===== src/uab_pkg.sv =====
// constants, types and register map of the auto-baud, wake and break serial block
// What this block does
// auto-baud enable starts calibration, receiver held busy
// counting starts at first rise after start
// remote sends sync character with five rises
// fifth rise: keep count, clear enable, flag
// 16-bit counter at one eighth base clock
// base clock: osc/64, osc/16 or osc/4
// counter starts at one, software subtracts one
// high byte written also in narrow modes
// with wake enabled, measure following character
// counter overflow sets overflow bit and flag
// keep counting after overflow, idle at fifth
// fifth rise sets flag again after read
// software clears overflow only after fifth rise
// wake on break only in asynchronous mode
// wake suppresses reception, falling edge wakes
// wake event sets flag, data read clears
// rise ending break clears wake enable
// nonzero character: first low time wakes
// remote sends long all-zero wake character
// software checks idle before enabling wake
// break: start, twelve zeros, stop, data ignored
// send break self-clears, next byte preloads
package uab_pkg;

   localparam logic [4:0]  OFS_CTRL      = 5'h00;
   localparam logic [4:0]  OFS_STAT      = 5'h04;
   localparam logic [4:0]  OFS_DIVL      = 5'h08;
   localparam logic [4:0]  OFS_DIVH      = 5'h0C;
   localparam logic [4:0]  OFS_RXD       = 5'h10;
   localparam logic [4:0]  OFS_TXD       = 5'h14;

   localparam logic [1:0]  RESP_OKAY     = 2'h0;
   localparam logic [1:0]  RESP_SLVERR   = 2'h2;

   localparam int          PRE_W         = 6;
   localparam logic [5:0]  PRE_LAST_SLOW = 6'h3F;
   localparam logic [5:0]  PRE_LAST_MID  = 6'h0F;
   localparam logic [5:0]  PRE_LAST_FAST = 6'h03;

   localparam logic [15:0] DIV_RESET     = 16'h0000;
   localparam logic [15:0] DIV_START     = 16'h0001;
   localparam logic [15:0] DIV_STEP      = 16'h0001;
   localparam logic [15:0] DIV_MAX       = 16'hFFFF;
   localparam logic [2:0]  EDGE_FIRST    = 3'h1;
   localparam logic [2:0]  EDGE_LAST     = 3'h5;

   localparam logic [3:0]  BRK_BITS      = 4'hE;
   localparam logic [3:0]  CHAR_BITS     = 4'hA;
   localparam logic [3:0]  TX_LAST       = 4'h1;
   localparam logic [13:0] BRK_FRAME     = 14'h2000;
   localparam logic [4:0]  CHAR_PAD      = 5'h1F;
   localparam logic        LINE_IDLE     = 1'h1;

   typedef struct packed {
      logic sync_mode;
      logic transmit_enable;
      logic send_break;
      logic high_speed_select;
      logic wide_divider_select;
      logic wake_on_break_enable;
      logic auto_baud_enable;
   } uab_ctrl_t;

   typedef struct packed {
      logic tx_buf_full;
      logic tx_idle;
      logic receiver_idle_status;
      logic auto_baud_overflow;
      logic receive_flag;
   } uab_stat_t;

   localparam uab_ctrl_t   CTRL_RESET    = 7'h00;

   typedef enum logic [1:0] {
      AB_IDLE,
      AB_WAIT_START,
      AB_WAIT_RISE,
      AB_COUNT
   } uab_abd_state_t;

endpackage


===== src/uab_baud_gen.sv =====
// prescaler making the base baud tick and the calibration tick
`timescale 1ns/10ps
module uab_baud_gen
#(
   parameter int SUB_W = 3
)
(
   input  wire logic aclk,
   input  wire logic aresetn,
   input  wire logic wide_divider_select,
   input  wire logic high_speed_select,
   output logic      base_tick,
   output logic      abd_tick
);

   logic [uab_pkg::PRE_W-1:0] pre;
   logic [uab_pkg::PRE_W-1:0] pre_last;
   logic [SUB_W-1:0]          sub;

   if (SUB_W < 1)
   begin : g_chk
      $error("SUB_W must be at least 1");
   end

   always_comb
   begin
      case ({wide_divider_select, high_speed_select})
         2'h0:    pre_last = uab_pkg::PRE_LAST_SLOW;
         2'h3:    pre_last = uab_pkg::PRE_LAST_FAST;
         default: pre_last = uab_pkg::PRE_LAST_MID;
      endcase
   end

   // >= so a mode change to a shorter division never runs past the end
   always_ff @(posedge aclk)
   begin
      if (!aresetn)
      begin
         pre       <= '0;
         base_tick <= 1'h0;
      end
      else
      begin
         pre       <= (pre >= pre_last) ? '0 : pre + 1'h1;
         base_tick <= (pre >= pre_last);
      end
   end

   always_ff @(posedge aclk)
   begin
      if (!aresetn)
      begin
         sub      <= '0;
         abd_tick <= 1'h0;
      end
      else
      begin
         if (base_tick)
            sub <= sub + 1'h1;
         abd_tick <= base_tick && (&sub);
      end
   end
endmodule


===== src/uab_top.sv =====
// auto-baud, wake-on-break and break-send serial block with its axi4-lite slave
`timescale 1ns/10ps
module uab_top
(
   input  wire logic        aclk,
   input  wire logic        aresetn,
   input  wire logic [4:0]  awaddr,
   input  wire logic        awvalid,
   output logic             awready,
   input  wire logic [31:0] wdata,
   input  wire logic [3:0]  wstrb,
   input  wire logic        wvalid,
   output logic             wready,
   output logic [1:0]       bresp,
   output logic             bvalid,
   input  wire logic        bready,
   input  wire logic [4:0]  araddr,
   input  wire logic        arvalid,
   output logic             arready,
   output logic [31:0]      rdata,
   output logic [1:0]       rresp,
   output logic             rvalid,
   input  wire logic        rready,
   input  wire logic        rx_in,
   output logic             tx_out,
   output logic             receive_flag
);

   uab_pkg::uab_ctrl_t      ctrl;
   uab_pkg::uab_stat_t      stat;
   uab_pkg::uab_abd_state_t abd_state;

   logic [15:0] div;
   logic [15:0] tx_limit;
   logic [15:0] tx_cnt;
   logic [13:0] tx_shift;
   logic [3:0]  tx_left;
   logic [2:0]  abd_edges;
   logic [7:0]  buf_data;
   logic [31:0] rd_val;
   logic        auto_baud_overflow;
   logic        receiver_idle_status;
   logic        rx_meta;
   logic        rx_sync;
   logic        rx_prev;
   logic        rx_rise;
   logic        rx_fall;
   logic        base_tick;
   logic        abd_tick;
   logic        abd_done;
   logic        abd_ovf_set;
   logic        wake_set;
   logic        wake_clr;
   logic        wr_go;
   logic        wr_b0;
   logic        rd_go;
   logic        rx_read;
   logic        txd_wr;
   logic        tx_busy;
   logic        tx_is_brk;
   logic        tx_take;
   logic        bit_tick;
   logic        brk_done;
   logic        brk_armed;
   logic        buf_full;
   logic        buf_brk;

   function automatic logic is_mapped(input logic [4:0] a);
      is_mapped = (a == uab_pkg::OFS_CTRL) || (a == uab_pkg::OFS_STAT) ||
                  (a == uab_pkg::OFS_DIVL) || (a == uab_pkg::OFS_DIVH) ||
                  (a == uab_pkg::OFS_RXD)  || (a == uab_pkg::OFS_TXD);
   endfunction

   // bus slave: address and data are taken together, one write and one read open
   assign awready = awvalid && wvalid && !bvalid;
   assign wready  = awready;
   assign wr_go   = awready;
   assign wr_b0   = wr_go && wstrb[0];
   assign arready = !rvalid;
   assign rd_go   = arvalid && arready;
   assign rx_read = rd_go && (araddr == uab_pkg::OFS_RXD);
   assign txd_wr  = wr_b0 && (awaddr == uab_pkg::OFS_TXD);

   always_ff @(posedge aclk)
   begin
      if (!aresetn)
      begin
         bvalid <= 1'h0;
         bresp  <= uab_pkg::RESP_OKAY;
      end
      else if (wr_go)
      begin
         bvalid <= 1'h1;
         bresp  <= is_mapped(awaddr) ? uab_pkg::RESP_OKAY : uab_pkg::RESP_SLVERR;
      end
      else if (bready)
         bvalid <= 1'h0;
   end

   assign stat.tx_buf_full          = buf_full;
   assign stat.tx_idle              = !tx_busy;
   assign stat.receiver_idle_status = receiver_idle_status;
   assign stat.auto_baud_overflow   = auto_baud_overflow;
   assign stat.receive_flag         = receive_flag;

   // received character data is not kept here, so the data register reads zero
   always_comb
   begin
      rd_val = '0;
      case (araddr)
         uab_pkg::OFS_CTRL: rd_val[$bits(ctrl)-1:0] = ctrl;
         uab_pkg::OFS_STAT: rd_val[$bits(stat)-1:0] = stat;
         uab_pkg::OFS_DIVL: rd_val[7:0] = div[7:0];
         uab_pkg::OFS_DIVH: rd_val[7:0] = div[15:8];
         default:           rd_val = '0;
      endcase
   end

   always_ff @(posedge aclk)
   begin
      if (!aresetn)
      begin
         rvalid <= 1'h0;
         rdata  <= '0;
         rresp  <= uab_pkg::RESP_OKAY;
      end
      else if (rd_go)
      begin
         rvalid <= 1'h1;
         rdata  <= rd_val;
         rresp  <= is_mapped(araddr) ? uab_pkg::RESP_OKAY : uab_pkg::RESP_SLVERR;
      end
      else if (rready)
         rvalid <= 1'h0;
   end

   // control bits; hardware clears come last so they win over a write
   always_ff @(posedge aclk)
   begin
      if (!aresetn)
         ctrl <= uab_pkg::CTRL_RESET;
      else
      begin
         if (wr_b0 && (awaddr == uab_pkg::OFS_CTRL))
         begin
            ctrl <= uab_pkg::uab_ctrl_t'(wdata[$bits(ctrl)-1:0]);
            if (wdata[$bits(ctrl)-1])
               ctrl.wake_on_break_enable <= 1'h0;
         end
         if (abd_done)
            ctrl.auto_baud_enable <= 1'h0;
         if (wake_clr)
            ctrl.wake_on_break_enable <= 1'h0;
         if (brk_done)
            ctrl.send_break <= 1'h0;
      end
   end

   // receive line synchroniser; only rx_sync and later stages are looked at
   always_ff @(posedge aclk)
   begin
      if (!aresetn)
      begin
         rx_meta <= uab_pkg::LINE_IDLE;
         rx_sync <= uab_pkg::LINE_IDLE;
         rx_prev <= uab_pkg::LINE_IDLE;
      end
      else
      begin
         rx_meta <= rx_in;
         rx_sync <= rx_meta;
         rx_prev <= rx_sync;
      end
   end

   assign rx_rise  = rx_sync && !rx_prev;
   assign rx_fall  = !rx_sync && rx_prev;

   // wake watches edges only, so any low time counts, a short one included
   assign wake_set = ctrl.wake_on_break_enable && rx_fall;
   assign wake_clr = ctrl.wake_on_break_enable && rx_rise;

   // held busy through calibration; also idle while wake is armed
   assign receiver_idle_status = (abd_state == uab_pkg::AB_IDLE);

   assign abd_done    = (abd_state == uab_pkg::AB_COUNT) && rx_rise &&
                        (abd_edges == uab_pkg::EDGE_LAST - uab_pkg::EDGE_FIRST);
   assign abd_ovf_set = (abd_state == uab_pkg::AB_COUNT) && abd_tick && !abd_done &&
                        (div == uab_pkg::DIV_MAX);

   always_ff @(posedge aclk)
   begin
      if (!aresetn)
      begin
         abd_state <= uab_pkg::AB_IDLE;
         abd_edges <= '0;
      end
      else if (!ctrl.auto_baud_enable)
         abd_state <= uab_pkg::AB_IDLE;
      else
      begin
         case (abd_state)
            uab_pkg::AB_IDLE:
               if (!ctrl.wake_on_break_enable && !ctrl.sync_mode)
                  abd_state <= uab_pkg::AB_WAIT_START;
            uab_pkg::AB_WAIT_START:
               if (rx_fall)
                  abd_state <= uab_pkg::AB_WAIT_RISE;
            uab_pkg::AB_WAIT_RISE:
               if (rx_rise)
               begin
                  abd_state <= uab_pkg::AB_COUNT;
                  abd_edges <= uab_pkg::EDGE_FIRST;
               end
            uab_pkg::AB_COUNT:
               if (abd_done)
                  abd_state <= uab_pkg::AB_IDLE;
               else if (rx_rise)
                  abd_edges <= abd_edges + uab_pkg::EDGE_FIRST;
            default:
               abd_state <= uab_pkg::AB_IDLE;
         endcase
      end
   end

   // divider pair doubles as the calibration counter; software writes while counting are dropped
   always_ff @(posedge aclk)
   begin
      if (!aresetn)
         div <= uab_pkg::DIV_RESET;
      else if ((abd_state == uab_pkg::AB_WAIT_RISE) && rx_rise && ctrl.auto_baud_enable)
         div <= uab_pkg::DIV_START;
      else if ((abd_state == uab_pkg::AB_COUNT) && !abd_done)
      begin
         if (abd_tick)
            div <= div + uab_pkg::DIV_STEP;
      end
      else if (wr_b0 && (awaddr == uab_pkg::OFS_DIVL))
         div[7:0] <= wdata[7:0];
      else if (wr_b0 && (awaddr == uab_pkg::OFS_DIVH))
         div[15:8] <= wdata[7:0];
   end

   // every set source beats the read that clears
   always_ff @(posedge aclk)
   begin
      if (!aresetn)
         receive_flag <= 1'h0;
      else if (abd_done || abd_ovf_set || wake_set)
         receive_flag <= 1'h1;
      else if (rx_read)
         receive_flag <= 1'h0;
   end

   // overflow is cleared by writing one to its status bit
   always_ff @(posedge aclk)
   begin
      if (!aresetn)
         auto_baud_overflow <= 1'h0;
      else if (abd_ovf_set)
         auto_baud_overflow <= 1'h1;
      else if (wr_b0 && (awaddr == uab_pkg::OFS_STAT) && wdata[1])
         auto_baud_overflow <= 1'h0;
   end

   // one-byte transmit buffer; a write while full is dropped
   assign brk_armed = (buf_full && buf_brk) || (tx_busy && tx_is_brk);
   assign tx_take   = !tx_busy && buf_full && ctrl.transmit_enable;

   always_ff @(posedge aclk)
   begin
      if (!aresetn)
      begin
         buf_full <= 1'h0;
         buf_data <= '0;
         buf_brk  <= 1'h0;
      end
      else
      begin
         if (tx_take)
            buf_full <= 1'h0;
         if (txd_wr && !buf_full)
         begin
            buf_full <= 1'h1;
            buf_data <= wdata[7:0];
            buf_brk  <= ctrl.send_break && ctrl.transmit_enable && !brk_armed;
         end
      end
   end

   // bit time is the divider plus one base ticks
   assign tx_limit = ctrl.wide_divider_select ? div : {8'h00, div[7:0]};
   assign bit_tick = tx_busy && base_tick && (tx_cnt == tx_limit);
   assign brk_done = bit_tick && tx_is_brk && (tx_left == uab_pkg::TX_LAST);

   always_ff @(posedge aclk)
   begin
      if (!aresetn)
      begin
         tx_busy   <= 1'h0;
         tx_is_brk <= 1'h0;
         tx_shift  <= '0;
         tx_left   <= '0;
         tx_cnt    <= '0;
         tx_out    <= uab_pkg::LINE_IDLE;
      end
      else if (!tx_busy)
      begin
         tx_cnt <= '0;
         tx_out <= uab_pkg::LINE_IDLE;
         if (tx_take)
         begin
            tx_busy   <= 1'h1;
            tx_is_brk <= buf_brk;
            if (buf_brk)
            begin
               tx_shift <= uab_pkg::BRK_FRAME;
               tx_left  <= uab_pkg::BRK_BITS;
            end
            else
            begin
               tx_shift <= {uab_pkg::CHAR_PAD, buf_data, 1'h0};
               tx_left  <= uab_pkg::CHAR_BITS;
            end
         end
      end
      else
      begin
         tx_out <= tx_shift[0];
         if (base_tick)
            tx_cnt <= bit_tick ? '0 : tx_cnt + 16'h0001;
         if (bit_tick)
         begin
            tx_shift <= {uab_pkg::LINE_IDLE, tx_shift[13:1]};
            tx_left  <= tx_left - uab_pkg::TX_LAST;
            if (tx_left == uab_pkg::TX_LAST)
               tx_busy <= 1'h0;
         end
      end
   end

   uab_baud_gen #(
      .SUB_W (3)
   ) u_baud (
      .aclk                (aclk),
      .aresetn             (aresetn),
      .wide_divider_select (ctrl.wide_divider_select),
      .high_speed_select   (ctrl.high_speed_select),
      .base_tick           (base_tick),
      .abd_tick            (abd_tick)
   );
endmodule


===== config.mk =====
export PLATFORM = sky130hd
export DESIGN_NAME = uab_top
export DESIGN_NICKNAME = d
export VERILOG_FILES = /design/src/uab_pkg.sv /design/src/uab_baud_gen.sv /design/src/uab_top.sv
export SDC_FILE = /design/constraint.sdc
export NUM_CORES = 1
export LEC_CHECK = 0
export BUFFER_PORTS_ARGS = -buffer_cell sky130_fd_sc_hd__buf_2
export CORE_MARGIN = 4
export CORE_UTILIZATION = 25
export CTS_BUF_LIST = sky130_fd_sc_hd__clkbuf_8
export DETAILED_ROUTE_END_ITERATION = 12
export PLACE_DENSITY = 0.5
export SLEW_MARGIN = 20
export SYNTH_ARGS = -nofsm -noshare
export SYNTH_HDL_FRONTEND = slang
export SYNTH_SLANG_ARGS = --single-unit

===== constraint.sdc =====
create_clock -name aclk -period 2.15 [get_ports aclk]
set_clock_uncertainty 0.2 [all_clocks]
set_input_delay 0.1075 -clock aclk [delete_from_list [all_inputs] [get_ports aclk]]
set_output_delay 0.1075 -clock aclk [all_outputs]
set_load 0.02 [all_outputs]

==> results.md <==
- The wire-length estimate of the detail-placed layout is 12.5 mm.
- VDD sags by at most 0.000295 V.
- The worst path required time is 2.22 ns.
- After synthesis, the largest area contributor takes up 36.2% of total cell area.
- The maximum level of the CTS H-tree is 3.
- Summed over all cells, the static leakage comes to 2.90 nW.
- The setup slack after placement is -0.171 ns.
- The average instance in the mapped netlist occupies 8.46 µm².
- The die footprint is 25300 µm².
- The flow ran to the end, but the final reports show violations.
- In the routed design, unresolved DRC markers number 0.
- The core region is 22100 µm².
- The maximum fanout along the worst path is 16.
- After synthesis, the cell types taking the most area are sky130_fd_sc_hd__dfxtp_1, sky130_fd_sc_hd__nor2_1, sky130_fd_sc_hd__ha_1, sky130_fd_sc_hd__a21oi_1, sky130_fd_sc_hd__buf_4.
- The internal power of the cells is 2.69 mW.
- The fraction of registers with async set or reset after synthesis is 0%.
- The max-slew violation count is 0.
- The power density over cell area is 489 nW/µm².
- In this run the clock root is driven by a sky130_fd_sc_hd__clkbuf_8.
- After clock tree synthesis, the clock-pin slew on the worst setup and hold paths is 0.10 ns.
- The netlist area before placement is 5700 µm².
- Of all cell types, the one taking the most synthesized area is sky130_fd_sc_hd__dfxtp_1.
- Measured on the finished design, the core utilization comes to 32.7%.
- At the end of the flow, the number of nets in the layout was 866.
- During I/O placement, the number of pins put on the boundary was 97.
- The total overflow left after global routing is 0.
- The count of buffering cells on the critical path with inverters included is 1.
- The number of violations reported at the end of detailed-routing iteration 0 is 381.
- Setup repair after global routing could not meet its margin everywhere.
- The clock net sink count is 103.
- Net switching is 23.8% of the power.
- The clock tree buffer depth is 2.
- The number of port buffers is 43.
- The final route contains 5276 vias.
- The antenna cell count is 0.
- The setup slack of the worst register-to-register path is -0.17 ns.
- TritonCTS built the clock tree.
- The initial antenna violation count is 0.
- The weighted congestion at the end of routability-driven global placement is 0.877.
- The final-report hold violation count is 0.
- From left edge to right edge, the die measures 159 µm.
- The share of the clock period used by the worst path is 108%.
- The flop and latch count out of synthesis is 103.
- The sort of element at the start of the critical path is a flip-flop.
- The share of the Yosys chip area taken by registers is 36.2%.
- The vertical extent of the die is 159 µm.
- Data on the critical path arrives at its endpoint at 2.40 ns.
- Dividing the detail-routed wire length by the instance count gives 15.4 µm.
- Of the cells placed in the final design, the portion with a size suffix greater than 1 is 23.2%.
- Yosys printed 0 warnings.
- The maximum clock frequency is 430 MHz.
- Of the total power, registers draw 54.6%.
- Across every metal layer, demand over resource in global routing totals 13.1%.
- The number of buffers created by CTS is 9.
- Dividing the detail-routed via count by the number of cells gives 4.89.
- The number of cells produced by synthesis is 674.
- The later pin in the worst-skew pair is clocked with a latency of 0.38 ns.
- Once the floorplan was initialized, standard cells occupied 25.8% of the core.
- The critical setup path kind is reg2reg.
- The element type at the critical path end is a flip-flop.
- Once detail routing completed, the nets flagged for antenna violations numbered 0.
- By count the netlist is led by sky130_fd_sc_hd__dfxtp_1, sky130_fd_sc_hd__nor2_1, sky130_fd_sc_hd__nand2_1, sky130_fd_sc_hd__a21oi_1, sky130_fd_sc_hd__clkbuf_1.
- The number of enable flip-flop cells after synthesis is 0.
- The max-capacitance violation count is 0.
- The setup violation total in the final timing report is 35.
- The critical path goes through nor2b_4, or4_4, a2111o_1, o311ai_4, buf_12, nor2_1.
- The main flop type after synthesis is sky130_fd_sc_hd__dfxtp_1.
- The checks that failed: setup timing.
- Combinational cells account for 7.7% of the total power.
- Across all setup checks in the final design, the least slack found is -0.173 ns.
- The final layout contains routed wiring with a total length of 16.6 mm.
- The slew at the pin with the worst max-slew slack is 0.488 ns.
- The stage delay of the slowest cell on the critical path is 0.54 ns.
- The first-pass iteration count of the detailed router is 5.
- On the critical path, the stage with the largest delay is an instance of sky130_fd_sc_hd__or4_4.
- Broken down by cell family, the worst path's largest delay share belongs to compound AO/OA/AOI/OAI gates.
- The minimum period implied by the final worst setup slack is 2.32 ns.
- Row generation in the floorplan step produced 54 rows.
- For this design the total switching power over the nets is 841 µW.
- The number of global-route vias before repair is 5193.
- The worst max-slew margin expressed relative to the limit is 67.2%.
- By instance count, the leading cell after synthesis is sky130_fd_sc_hd__dfxtp_1.
- Entering global routing, the biggest net connects 30 pins.
- Counting distinct cell types in the post-synthesis netlist gives 65.
- Compared with the post-synthesis result, the final layout area differs by 26.8%.
- The first global-routing pass estimated 27.1 mm of wire.
- The type of the most critical hold path is in2reg.
- The share of total power dissipated in the clock network is 37.7%.
-- layout make-up --
type / count / area, µm²
fillers: 2304 / 14900
multi-input cells: 507 / 3390
flip-flops and latches: 103 / 2070
repair buffers: 152 / 1120
well taps: 280 / 350
clock buffers: 10 / 138
inverters: 21 / 81.3
clock inverters: 5 / 73.8
-- metrics by stage --
step	hold WS (ns)	area (µm²)	power (mW)	TNS, ns	cells
finish	0.0323	7220	3.53	-4.45	1078
global route	0.0485	7220	3.69	-6.96	1078
CTS	0.00721	7140	3.59	-4.76	1074
detailed placement	0.0932	6650	2.21	-5.20	1036
global placement	0.0873	6650	2.21	-4.55	1036
floorplan	0.00897	5810	2.15	-2.32	699
-- power groups by stage --
stage               Sequential (mW)  Clock (mW)  Combinational (mW)
global placement               1.98           0               0.236
floorplan                      1.98           0               0.173
finish                         1.93        1.33               0.273
global route                   1.93        1.46               0.296
CTS                            1.93        1.39               0.269
detailed placement             1.98           0               0.236
-- path summary, 6_finish.rpt --
kind / start / endpoint / cells past startpoint
setup reg to reg: tx_cnt[15]$_SDFFE_PN0P_ / tx_cnt[5]$_SDFFE_PN0P_ / 6
hold reg to reg: rx_meta$_SDFF_PN1_ / rx_sync$_SDFF_PN1_ / 1
setup / recovery: tx_cnt[15]$_SDFFE_PN0P_ / tx_cnt[5]$_SDFFE_PN0P_ / 6
hold / removal: araddr[3] / rdata[7]$_SDFFE_PN0P_ / 3
-- registers in the layout, summed over array words and instances (netlist names), 2 cells and up --
name        flops
abd_state       2
u_baud.sub      3
abd_edges       3
u_baud.pre      6
tx_cnt         16
div            16
tx_shift       14
tx_left         4
rdata           8
buf_data        8
ctrl            7
-- worst register-to-register path, delay by kind of cell, from the launching register on --
family | cells | cell delay [ns]
compound gates | 2 | 0.81
flops | 1 | 0.33
simple gates | 3 | 0.71
buf+inv | 1 | 0.18
-- layer usage --
| metal | GRT usage (%) | vias up | part of all wire, % |
|---|---|---|---|
| li1 | - | 2616 | - |
| met1 | 17.5 | 2502 | 46 |
| met2 | 21.5 | 139 | 47 |
| met3 | 2.74 | 19 | 4.9 |
| met4 | 3.39 | 0 | 1.7 |
| met5 | 0 | - | 0 |
-- cells by family after synthesis --
family / count (synthesis) / synth area share (%)
buf+inv: 89 / 7.73
compound gates: 151 / 18.2
simple gates: 253 / 23.1
mux: 27 / 5.86
flops: 103 / 36.2
other cells: 1 / 0.0658
fa+ha+maj: 18 / 3.95
xor+xnor: 32 / 4.92
-- placed cells by master (no fill, tap or decap), types with 10 or more instances in the layout --
| master | instances |
|---|---|
| sky130_fd_sc_hd__a311oi_1 | 11 |
| sky130_fd_sc_hd__xor2_1 | 14 |
| sky130_fd_sc_hd__buf_2 | 44 |
| sky130_fd_sc_hd__o21ai_0 | 23 |
| sky130_fd_sc_hd__xnor2_1 | 18 |
| sky130_fd_sc_hd__and3_1 | 10 |
| sky130_fd_sc_hd__conb_1 | 26 |
| sky130_fd_sc_hd__nand2_1 | 44 |
| sky130_fd_sc_hd__nand3_1 | 18 |
| sky130_fd_sc_hd__nor3b_1 | 11 |
| sky130_fd_sc_hd__a211oi_1 | 12 |
| sky130_fd_sc_hd__dfxtp_1 | 96 |
| sky130_fd_sc_hd__buf_4 | 81 |
| sky130_fd_sc_hd__nand4_1 | 14 |
| sky130_fd_sc_hd__nor3_1 | 13 |
| sky130_fd_sc_hd__ha_1 | 18 |
| sky130_fd_sc_hd__mux2i_1 | 21 |
| sky130_fd_sc_hd__nor2_1 | 73 |
| sky130_fd_sc_hd__dlygate4sd3_1 | 22 |
| sky130_fd_sc_hd__inv_1 | 21 |
| sky130_fd_sc_hd__nand2b_1 | 13 |
| sky130_fd_sc_hd__a22oi_1 | 10 |
| sky130_fd_sc_hd__a21oi_1 | 43 |
| sky130_fd_sc_hd__clkbuf_8 | 10 |
-- repair_timing --
| action | 4_1_cts | 5_1_grt |
|---|---|---|
| resized for setup | 11 | 18 |
| setup buffers | 1 | 4 |
| endpoints found under the hold margin | 33 | 0 |
| endpoints found under the setup margin | 43 | 58 |
| pin swaps | 3 | 9 |
| hold buffers | 22 | 0 |
Power figures use the tool's default switching activity.
